## config.mk

```make
export PLATFORM = sky130hd
export DESIGN_NAME = pbac_bridge_ctrl
export DESIGN_NICKNAME = d
export VERILOG_FILES = /design/src/logic/pbac_pkg.sv /design/src/logic/pbac_event_if.sv /design/src/logic/pbac_access_monitor.sv /design/src/logic/pbac_irq_unit.sv /design/src/logic/pbac_bridge_ctrl.sv
export SDC_FILE = /design/constraint.sdc
export NUM_CORES = 1
export LEC_CHECK = 0
export ABC_CLOCK_PERIOD_IN_PS = 1900
export BUFFER_PORTS_ARGS = -buffer_cell sky130_fd_sc_hd__buf_2
export CORE_MARGIN = 1.5
export CORE_UTILIZATION = 43
export CTS_CLUSTER_SIZE = 40
export DETAILED_ROUTE_END_ITERATION = 10
export MAX_ROUTING_LAYER = met4
export PLACE_DENSITY = 0.79
export SKIP_CTS_REPAIR_TIMING = 1
export SKIP_LAST_GASP = 1
export SLEW_MARGIN = 15
export SYNTH_ARGS = -nofsm -noshare
export SYNTH_HDL_FRONTEND = slang
export SYNTH_HIERARCHICAL = 1
export SYNTH_SLANG_ARGS = --single-unit
```

## constraint.sdc

```tcl
create_clock -name clock -period 1.9 [get_ports clock]
set_input_delay 0.095 -clock clock [delete_from_list [all_inputs] [get_ports clock]]
set_output_delay 0.095 -clock clock [all_outputs]
set_load 0.01 [all_outputs]
```

## src/logic/pbac_pkg.sv

```systemverilog
// Shared constants for the peripheral bridge abort and access control block
`default_nettype none
package pbac_pkg;
  // Register byte offsets
  localparam logic [7:0] CAPTURE_OFF = 8'h1c;
  localparam logic [7:0] ACCESS_OFF = 8'h20;
  localparam logic [7:0] IRQ_STATUS_OFF = 8'h24;
  localparam logic [7:0] IRQ_MASK_OFF = 8'h28;
  // Capture register fields
  localparam int ABORT_FLAG_BIT = 0;
  localparam int MISMATCH_FLAG_BIT = 1;
  localparam int DIRECTION_BIT = 2;
  localparam int INITIATOR_LSB = 9;
  localparam int INITIATOR_MSB = 10;
  localparam int SPARE_LSB = 11;
  localparam int SPARE_MSB = 15;
  // Access control fields
  localparam int DMA_ENABLE_BIT = 0;
  localparam int DMA_MASK_BIT = 1;
  localparam int IC_MASK_BIT = 2;
  localparam int DPS_ENABLE_BIT = 3;
  localparam int ACCESS_USED_MSB = 3;
  // Interrupt status and mask fields
  localparam int IRQ_ABORT_BIT = 0;
  localparam int IRQ_MISMATCH_BIT = 1;
  // Reset values
  localparam logic [3:0] ACCESS_RESET = 4'h1;
  localparam logic DIRECTION_RESET = 1'b1;
  localparam logic [1:0] INITIATOR_RESET = 2'h0;
  localparam logic [4:0] SPARE_RESET = 5'h00;
  localparam logic [1:0] IRQ_MASK_RESET = 2'h0;
  // Initiator codes
  localparam logic [1:0] INIT_CPU = 2'h0;
  localparam logic [1:0] INIT_DMA = 2'h1;
  localparam logic [1:0] INIT_IC = 2'h2;
  localparam logic [1:0] INIT_INVALID = 2'h3;
  // AXI responses
  localparam logic [1:0] RESP_OKAY = 2'h0;
  localparam logic [1:0] RESP_SLVERR = 2'h2;
endpackage : pbac_pkg
`default_nettype wire

```

## src/logic/pbac_event_if.sv

```systemverilog
// Capture event carrier from the access monitor to the register file
`timescale 1ns/1ps
`default_nettype none
interface pbac_event_if;
  logic evtValid;
  logic evtAbort;
  logic evtMismatch;
  logic evtRead;
  logic [1:0] evtInit;
  modport source (
    output evtValid,
    output evtAbort,
    output evtMismatch,
    output evtRead,
    output evtInit
  );
  modport sink (
    input evtValid,
    input evtAbort,
    input evtMismatch,
    input evtRead,
    input evtInit
  );
endinterface : pbac_event_if
`default_nettype wire

```

## src/logic/pbac_access_monitor.sv

```systemverilog
// Access monitor: detects aborts and size mismatches, routes abort answers
`timescale 1ns/1ps
`default_nettype none
module pbac_access_monitor
  import pbac_pkg::*;
(
  // Clock and reset
  input wire logic clock,
  input wire logic reset,
  // Bridge access report
  input wire logic accDone,
  input wire logic accAbort,
  input wire logic accRead,
  input wire logic [1:0] accInit,
  input wire logic [1:0] memSize,
  input wire logic [1:0] periphSize,
  // Controls
  input wire logic dmaEnable,
  input wire logic dmaMask,
  input wire logic icMask,
  // Abort answers
  output logic cpuAbortResp,
  output logic dmaAbortResp,
  output logic icAbortResp,
  // Capture event
  pbac_event_if.source evt
);
  // 1x both mean 32 bits
  function automatic logic [1:0] sizeNorm(input logic [1:0] s);
    sizeNorm = s[1] ? 2'h2 : s;
  endfunction : sizeNorm

  wire logic fromDma = accInit == INIT_DMA;
  wire logic dmaBlocked = accDone & fromDma & ~dmaEnable;
  wire logic isAbort = (accDone & accAbort) | dmaBlocked;
  wire logic isMismatch = accDone & ~dmaBlocked &
    (sizeNorm(memSize) != sizeNorm(periphSize));

  always_ff @(posedge clock) begin
    if (reset) begin
      cpuAbortResp <= 1'b0;
      dmaAbortResp <= 1'b0;
      icAbortResp <= 1'b0;
      evt.evtValid <= 1'b0;
      evt.evtAbort <= 1'b0;
      evt.evtMismatch <= 1'b0;
      evt.evtRead <= 1'b0;
      evt.evtInit <= INITIATOR_RESET;
    end else begin
      cpuAbortResp <= isAbort & (accInit == INIT_CPU);
      dmaAbortResp <= isAbort & fromDma & ~dmaMask;
      icAbortResp <= isAbort & (accInit == INIT_IC) & ~icMask;
      evt.evtValid <= isAbort | isMismatch;
      evt.evtAbort <= isAbort;
      evt.evtMismatch <= isMismatch;
      evt.evtRead <= accRead;
      evt.evtInit <= accInit;
    end
  end
endmodule : pbac_access_monitor
`default_nettype wire

```

## src/logic/pbac_irq_unit.sv

```systemverilog
// Sticky interrupt status, cleared by read, gated by mask
`timescale 1ns/1ps
`default_nettype none
module pbac_irq_unit
  import pbac_pkg::*;
(
  // Clock and reset
  input wire logic clock,
  input wire logic reset,
  // Events and software access
  input wire logic [1:0] setBits,
  input wire logic readClear,
  input wire logic [1:0] mask,
  // State
  output logic [1:0] status,
  output logic irq
);
  wire logic [1:0] status_nxt = setBits | (status & {2{~readClear}});

  always_ff @(posedge clock) begin
    if (reset) begin
      status <= 2'h0;
      irq <= 1'b0;
    end else begin
      status <= status_nxt;
      irq <= |(status_nxt & mask);
    end
  end
endmodule : pbac_irq_unit
`default_nettype wire

```

## src/logic/pbac_bridge_ctrl.sv

```systemverilog
// What this block does
// - A sticky flag is set when memory and peripheral access sizes differ, and a read of it returns then clears it.
// - A sticky flag is set whenever a peripheral bus access is aborted, and a read clears it.
// - On an abort or size mismatch the transaction direction is captured, 0 for write and 1 for read.
// - A power-saving bit, reset to 0, lets the bridge clock be gated dynamically when set.
// - When its mask bit is set, an abort for the interconnect initiator port is withheld; reset 0.
// - When its mask bit is set, an abort for a system DMA access is withheld, else returned; reset 0.
// - A DMA access bit, reset to 1, lets the system DMA reach peripherals, and blocks it when cleared.
// - On an abort a two-bit initiator code is recorded: 00 core, 01 DMA, 10 interconnect, 11 invalid.
`timescale 1ns/1ps
`default_nettype none
module pbac_bridge_ctrl
  import pbac_pkg::*;
(
  // Clock and reset
  input wire logic clock,
  input wire logic reset,
  // AXI4-Lite write address
  input wire logic s_axi_awvalid,
  output logic s_axi_awready,
  input wire logic [7:0] s_axi_awaddr,
  input wire logic [2:0] s_axi_awprot,
  // AXI4-Lite write data
  input wire logic s_axi_wvalid,
  output logic s_axi_wready,
  input wire logic [31:0] s_axi_wdata,
  input wire logic [3:0] s_axi_wstrb,
  // AXI4-Lite write response
  output logic s_axi_bvalid,
  input wire logic s_axi_bready,
  output logic [1:0] s_axi_bresp,
  // AXI4-Lite read address
  input wire logic s_axi_arvalid,
  output logic s_axi_arready,
  input wire logic [7:0] s_axi_araddr,
  input wire logic [2:0] s_axi_arprot,
  // AXI4-Lite read data
  output logic s_axi_rvalid,
  input wire logic s_axi_rready,
  output logic [31:0] s_axi_rdata,
  output logic [1:0] s_axi_rresp,
  // Bridge access report
  input wire logic accDone,
  input wire logic accAbort,
  input wire logic accRead,
  input wire logic [1:0] accInit,
  input wire logic [1:0] memSize,
  input wire logic [1:0] periphSize,
  input wire logic accBusy,
  // Abort answers to initiators
  output logic cpuAbortResp,
  output logic dmaAbortResp,
  output logic icAbortResp,
  // Access and clock control
  output logic dmaAccessEnable,
  output logic bridgeClockRun,
  // Interrupt
  output logic irq
);
  //////////////////////////////////////////////////////////////////////////
  // Types and state

  typedef enum logic {
    WR_COLLECT,
    WR_RESPOND
  } pbac_wr_state_e;
  typedef enum logic {
    RD_IDLE,
    RD_RESPOND
  } pbac_rd_state_e;
  pbac_wr_state_e wrState_r;
  pbac_wr_state_e wrState_nxt;
  pbac_rd_state_e rdState_r;
  pbac_rd_state_e rdState_nxt;

  // Held write address and data
  logic awHeld_r;
  logic wHeld_r;
  logic [7:0] awAddr_r;
  logic [31:0] wData_r;
  logic [3:0] wStrb_r;

  // Registers
  logic [ACCESS_USED_MSB:0] access_r;
  logic [ACCESS_USED_MSB:0] access_nxt;
  logic abortFlag_r;
  logic mismatchFlag_r;
  logic direction_r;
  logic [1:0] initiator_r;
  logic [4:0] spare_r;
  logic [4:0] spare_nxt;
  logic [1:0] irqMask_r;
  logic [1:0] irqMask_nxt;
  logic [1:0] irqStatus;

  pbac_event_if evtBus ();

  //////////////////////////////////////////////////////////////////////////
  // Register decode

  wire logic awTake = s_axi_awvalid & s_axi_awready;
  wire logic wTake = s_axi_wvalid & s_axi_wready;
  wire logic arTake = s_axi_arvalid & s_axi_arready;

  wire logic [7:0] wrAddr = awTake ? s_axi_awaddr : awAddr_r;
  wire logic [31:0] wrData = wTake ? s_axi_wdata : wData_r;
  wire logic [3:0] wrStrb = wTake ? s_axi_wstrb : wStrb_r;
  wire logic haveAw = awHeld_r | awTake;
  wire logic haveW = wHeld_r | wTake;
  wire logic doWrite = (wrState_r == WR_COLLECT) & haveAw & haveW;

  wire logic wrCapture = wrAddr == CAPTURE_OFF;
  wire logic wrAccess = wrAddr == ACCESS_OFF;
  wire logic wrIrqStatus = wrAddr == IRQ_STATUS_OFF;
  wire logic wrIrqMask = wrAddr == IRQ_MASK_OFF;
  wire logic wrMapped = wrCapture | wrAccess | wrIrqStatus | wrIrqMask;

  wire logic rdCapture = s_axi_araddr == CAPTURE_OFF;
  wire logic rdAccess = s_axi_araddr == ACCESS_OFF;
  wire logic rdIrqStatus = s_axi_araddr == IRQ_STATUS_OFF;
  wire logic rdIrqMask = s_axi_araddr == IRQ_MASK_OFF;
  wire logic rdMapped = rdCapture | rdAccess | rdIrqStatus | rdIrqMask;

  // Read side effects happen at the address handshake
  wire logic captureReadClr = arTake & rdCapture;
  wire logic irqReadClr = arTake & rdIrqStatus;

  //////////////////////////////////////////////////////////////////////////
  // Register read view

  wire logic [15:0] captureView = {
    spare_r,
    initiator_r,
    6'h00,
    direction_r,
    mismatchFlag_r,
    abortFlag_r
  };
  wire logic [15:0] accessView = {12'h000, access_r};
  wire logic [15:0] irqStatusView = {14'h0000, irqStatus};
  wire logic [15:0] irqMaskView = {14'h0000, irqMask_r};

  wire logic [15:0] rdView =
    rdCapture ? captureView :
    rdAccess ? accessView :
    rdIrqStatus ? irqStatusView :
    rdIrqMask ? irqMaskView : 16'h0000;

  //////////////////////////////////////////////////////////////////////////
  // Register write values

  // Byte-lane merge of a 16-bit register
  function automatic logic [15:0] laneMerge(
    input logic [15:0] old,
    input logic [31:0] data,
    input logic [3:0] strb
  );
    laneMerge[7:0] = strb[0] ? data[7:0] : old[7:0];
    laneMerge[15:8] = strb[1] ? data[15:8] : old[15:8];
  endfunction : laneMerge

  wire logic [15:0] accessMerged = laneMerge(accessView, wrData, wrStrb);
  wire logic [15:0] captureMerged = laneMerge(captureView, wrData, wrStrb);
  wire logic [15:0] maskMerged = laneMerge(irqMaskView, wrData, wrStrb);

  assign access_nxt = (doWrite & wrAccess) ?
    accessMerged[ACCESS_USED_MSB:0] : access_r;
  assign spare_nxt = (doWrite & wrCapture) ?
    captureMerged[SPARE_MSB:SPARE_LSB] : spare_r;
  assign irqMask_nxt = (doWrite & wrIrqMask) ? maskMerged[1:0] : irqMask_r;

  //////////////////////////////////////////////////////////////////////////
  // Bus state machines

  always_comb begin
    wrState_nxt = wrState_r;
    case (wrState_r)
      WR_COLLECT: begin
        if (doWrite) begin
          wrState_nxt = WR_RESPOND;
        end
      end
      WR_RESPOND: begin
        if (s_axi_bready) begin
          wrState_nxt = WR_COLLECT;
        end
      end
      default: begin
        wrState_nxt = WR_COLLECT;
      end
    endcase
  end

  always_comb begin
    rdState_nxt = rdState_r;
    case (rdState_r)
      RD_IDLE: begin
        if (arTake) begin
          rdState_nxt = RD_RESPOND;
        end
      end
      RD_RESPOND: begin
        if (s_axi_rready) begin
          rdState_nxt = RD_IDLE;
        end
      end
      default: begin
        rdState_nxt = RD_IDLE;
      end
    endcase
  end

  always_ff @(posedge clock) begin
    if (reset) begin
      wrState_r <= WR_COLLECT;
      rdState_r <= RD_IDLE;
    end else begin
      wrState_r <= wrState_nxt;
      rdState_r <= rdState_nxt;
    end
  end

  //////////////////////////////////////////////////////////////////////////
  // Write channel

  always_ff @(posedge clock) begin
    if (reset) begin
      awHeld_r <= 1'b0;
      wHeld_r <= 1'b0;
      awAddr_r <= 8'h00;
      wData_r <= 32'h00000000;
      wStrb_r <= 4'h0;
    end else begin
      awHeld_r <= haveAw & ~doWrite;
      wHeld_r <= haveW & ~doWrite;
      if (awTake) begin
        awAddr_r <= s_axi_awaddr;
      end
      if (wTake) begin
        wData_r <= s_axi_wdata;
        wStrb_r <= s_axi_wstrb;
      end
    end
  end

  always_ff @(posedge clock) begin
    if (reset) begin
      s_axi_awready <= 1'b0;
      s_axi_wready <= 1'b0;
      s_axi_bvalid <= 1'b0;
      s_axi_bresp <= RESP_OKAY;
    end else begin
      s_axi_awready <= (wrState_nxt == WR_COLLECT) & ~(haveAw & ~doWrite);
      s_axi_wready <= (wrState_nxt == WR_COLLECT) & ~(haveW & ~doWrite);
      s_axi_bvalid <= wrState_nxt == WR_RESPOND;
      if (doWrite) begin
        s_axi_bresp <= wrMapped ? RESP_OKAY : RESP_SLVERR;
      end
    end
  end

  //////////////////////////////////////////////////////////////////////////
  // Read channel

  always_ff @(posedge clock) begin
    if (reset) begin
      s_axi_arready <= 1'b0;
      s_axi_rvalid <= 1'b0;
      s_axi_rdata <= 32'h00000000;
      s_axi_rresp <= RESP_OKAY;
    end else begin
      s_axi_arready <= rdState_nxt == RD_IDLE;
      s_axi_rvalid <= rdState_nxt == RD_RESPOND;
      if (arTake) begin
        s_axi_rdata <= {16'h0000, rdView};
        s_axi_rresp <= rdMapped ? RESP_OKAY : RESP_SLVERR;
      end
    end
  end

  //////////////////////////////////////////////////////////////////////////
  // Access control and capture registers

  wire logic evtSet = evtBus.evtValid;
  wire logic abortSet = evtBus.evtValid & evtBus.evtAbort;
  wire logic mismatchSet = evtBus.evtValid & evtBus.evtMismatch;

  always_ff @(posedge clock) begin
    if (reset) begin
      access_r <= ACCESS_RESET;
      spare_r <= SPARE_RESET;
      irqMask_r <= IRQ_MASK_RESET;
    end else begin
      access_r <= access_nxt;
      spare_r <= spare_nxt;
      irqMask_r <= irqMask_nxt;
    end
  end

  // Set wins over the clear by read
  always_ff @(posedge clock) begin
    if (reset) begin
      abortFlag_r <= 1'b0;
      mismatchFlag_r <= 1'b0;
    end else begin
      abortFlag_r <= abortSet | (abortFlag_r & ~captureReadClr);
      mismatchFlag_r <= mismatchSet |
        (mismatchFlag_r & ~captureReadClr);
    end
  end

  always_ff @(posedge clock) begin
    if (reset) begin
      direction_r <= DIRECTION_RESET;
      initiator_r <= INITIATOR_RESET;
    end else if (evtSet) begin
      direction_r <= evtBus.evtRead;
      initiator_r <= evtBus.evtInit;
    end
  end

  //////////////////////////////////////////////////////////////////////////
  // Outputs to the bridge

  // Clock may stop only when saving is on and the bridge is idle
  always_ff @(posedge clock) begin
    if (reset) begin
      dmaAccessEnable <= ACCESS_RESET[DMA_ENABLE_BIT];
      bridgeClockRun <= 1'b1;
    end else begin
      dmaAccessEnable <= access_nxt[DMA_ENABLE_BIT];
      bridgeClockRun <= ~access_nxt[DPS_ENABLE_BIT] | accBusy |
        accDone;
    end
  end

  //////////////////////////////////////////////////////////////////////////
  // Submodules

  pbac_access_monitor u_monitor (
    .clock(clock),
    .reset(reset),
    .accDone(accDone),
    .accAbort(accAbort),
    .accRead(accRead),
    .accInit(accInit),
    .memSize(memSize),
    .periphSize(periphSize),
    .dmaEnable(access_r[DMA_ENABLE_BIT]),
    .dmaMask(access_r[DMA_MASK_BIT]),
    .icMask(access_r[IC_MASK_BIT]),
    .cpuAbortResp(cpuAbortResp),
    .dmaAbortResp(dmaAbortResp),
    .icAbortResp(icAbortResp),
    .evt(evtBus.source)
  );

  pbac_irq_unit u_irq (
    .clock(clock),
    .reset(reset),
    .setBits({mismatchSet, abortSet}),
    .readClear(irqReadClr),
    .mask(irqMask_r),
    .status(irqStatus),
    .irq(irq)
  );
endmodule : pbac_bridge_ctrl
`default_nettype wire

```

==> run summary <==
Max IR drop VDD: 648 uV
CP Capture Type: flop
GP Congestion: 0.848
setup slack, reg-to-reg: 3 ps
Crit-path slowest cell: or4_4
TritonCTS buffer count: 9
PortBufs: 67
fin nets: 474
slowest stage delay, CP: 560 ps
FF-to-FF End: spare_r[3]
via count: 2,449
layout cell share with drive strength beyond 1: 0.280
CP Data Required Time: 2130 ps
Final Hold Fails: 0
wire length of the first global-routing pass: 10,100 um
Max Cap Violations: 0
Post-synth top flop: dfxtp_1
Post-Syn Area: 0.00292 mm2
post-place setup slack: -25.7 ps
Longest Clk Path Bufs: 2
period utilization: 0.998
Top-Level Pins: 122
Yosys cell types: 53
Final WS setup: 3.45 ps
routed len/inst: 13.4 um
worst-skew pair later-pin latency: 340 ps
cell count after synthesis: 321
largest net degree at the start of global routing: 30
Fin Clk Skew: 9.44 ps
min-delay src: accInit[1]
worst r2r src: awAddr_r[7]
post-synth top area share: 0.467
placed wire-length estimate: 4600 um
Core Region: 0.00646 mm2
area leader, netlist: dfxtp_1
Layout Cells excl Fill: 480
Remaining Overflow, GRT: 0
Final Cell Area: 0.00354 mm2
fin crit period: 1900 ps
startpoint class of the critical path: flop
Yosys warning count: 6
Site Rows: 29
diode count: 0
Leak Pwr: 1.57 nW
syn avg cell area: 9.09 um2
antenna violations before repair: 0
post-route DRC violation count: 9
Synth area leaders: dfxtp_1, buf_4, nand2_1
FF+latch count, synth: 68
Avg Vias per Cell: 5.10
CTS root buffer: clkbuf_8
TritonCTS clock tree: yes
total global routing track utilization: 0.183
TritonRoute pass-1 iters: 7
HP Class: in -> reg
register area share after synthesis: 0.467
setup violators final: 0
final WL: 6410 um
RSZ-0062 raised after global routing: yes
vias in the first global route: 2,309
Die W: 85.4 um
EDFF count, synth: 0
die height: 85.4 um
Max Clk Rate: 527 MHz
area grow syn2layout: 21.4%
status: complete, but fails checks
Final Max Slew Viols: 0
failing checks: DRC
Max Fanout on Critical Path: 5
Post-DP Area: 0.00328 mm2
Min-Delay Path Depth: 2
R2R cell count: 6
Inst Count DP: 462
FFs w/ async S/R, synth: 0
initial drt markers: 139
Routed Antenna Nets: 0
starting density of the core: 0.452
power per cell area: 844 mW/mm2
die footprint: 0.00729 mm2
setup_tns: 0 ps
ordered cell list for the critical path: or4_4, buf_4, nor2_4, o221ai_2, nand3b_4, mux2_4
clock-pin slew on the worst setup and hold paths: 70 ps
clk sink count: 68
CP arrival: 2130 ps
Setup CP Type: reg -> reg
depth of the CTS H-tree: 3
WHS Endpoint: u_monitor/dmaAbortResp
## how the worst max path moves through the flow
stage                             end  slack [ps]   startpoint  depth (start not counted)
after floorplan           access_r[1]          90  awAddr_r[0]                          6
after global placement     spare_r[3]          20  awAddr_r[0]                          6
after detailed placement  access_r[3]         -30  awAddr_r[0]                          5
after CTS                 access_r[3]         -40  awAddr_r[0]                          5
after global routing       spare_r[2]         -50  awAddr_r[7]                          6
final                      spare_r[3]           3  awAddr_r[7]                          6
## critical path, delay by kind of cell, from the launching register on
family	cells	cell delay (ps)
AOI/OAI and AO/OA	1	120
muxes	1	320
buffers and inverters	1	170
DFF	1	320
and+or+nand+nor	3	870
## cell families (layout without fill, tap and decap cells)
family          after synthesis  after routing  synth area share
xor+xnor                      1              1           0.00300
compound gates               64             64             0.151
mux                          12             12            0.0433
other cells                   1             23           0.00129
simple gates                133            133             0.244
buf+inv                      42            102            0.0905
flops                        68             68             0.467
## layout make-up
type / count / area [um2]
clock buffer: 11 / 141
clock inverter: 4 / 50.0
fill: 624 / 2920
inverter: 7 / 26.3
multi-input combinational: 233 / 1410
sequential: 68 / 1360
tap: 77 / 96.3
timing repair buffer: 80 / 457
## cell usage in the layout (no fill, tap or decap), types with 3 or more instances in the layout
cell type	Yosys	routed
a21oi_1	28	28
a22o_1	3	3
a22oi_1	9	9
and2_1	7	6
and2b_2	3	3
and3_1	8	8
buf_2	1	67
buf_4	24	8
clkbuf_8	0	10
conb_1	1	23
dfxtp_1	68	67
dlygate4sd3_1	0	3
inv_1	7	7
mux2_2	3	3
mux2i_1	7	7
nand2_1	44	44
nand2b_1	8	8
nand3_1	4	4
nor2_1	29	28
nor2b_1	7	7
nor3_1	4	4
nor3b_1	3	3
o21ai_0	5	5
o21ai_1	3	3
## flip-flops by register name, summed over array words and instances, names as in the netlist, 4 cells and up
name	flops
access_r	4
awAddr_r	8
s_axi_rdata	11
spare_r	5
wData_r	9
## synth_stat cells, types with 5 or more instances
cell	n
nor2_1	29
a21oi_1	28
and3_1	8
and2_1	7
inv_1	7
mux2i_1	7
dfxtp_1	68
nor2b_1	7
o21ai_0	5
nand2b_1	8
clkbuf_1	5
buf_4	24
nand2_1	44
a22oi_1	9
## metrics by stage
step                      hold slack, ps  total power, mW   util
after detailed placement             318             1.84  0.508
after CTS                          -40.1             2.99  0.538
after global placement               321             1.83  0.508
after floorplan                      159             1.75      -
after global routing               0.594             3.11  0.548
final                               3.50             2.99  0.548
## power breakdown
part | internal [mW] | total (mW) | switching (mW)
registers | 1.48 | 1.51 | 0.0288
logic | 0.135 | 0.324 | 0.189
clock network | 0.632 | 1.16 | 0.525
total | 2.24 | 2.99 | 0.743
## routing by layer
layer,wire (um),part of all wire,track usage
met1,2680,0.42,0.205
met2,3210,0.50,0.307
met3,444,0.069,0.0554
met4,79,0.012,0.0689
met5,0,0,-
(Power assumes the default switching activity.)
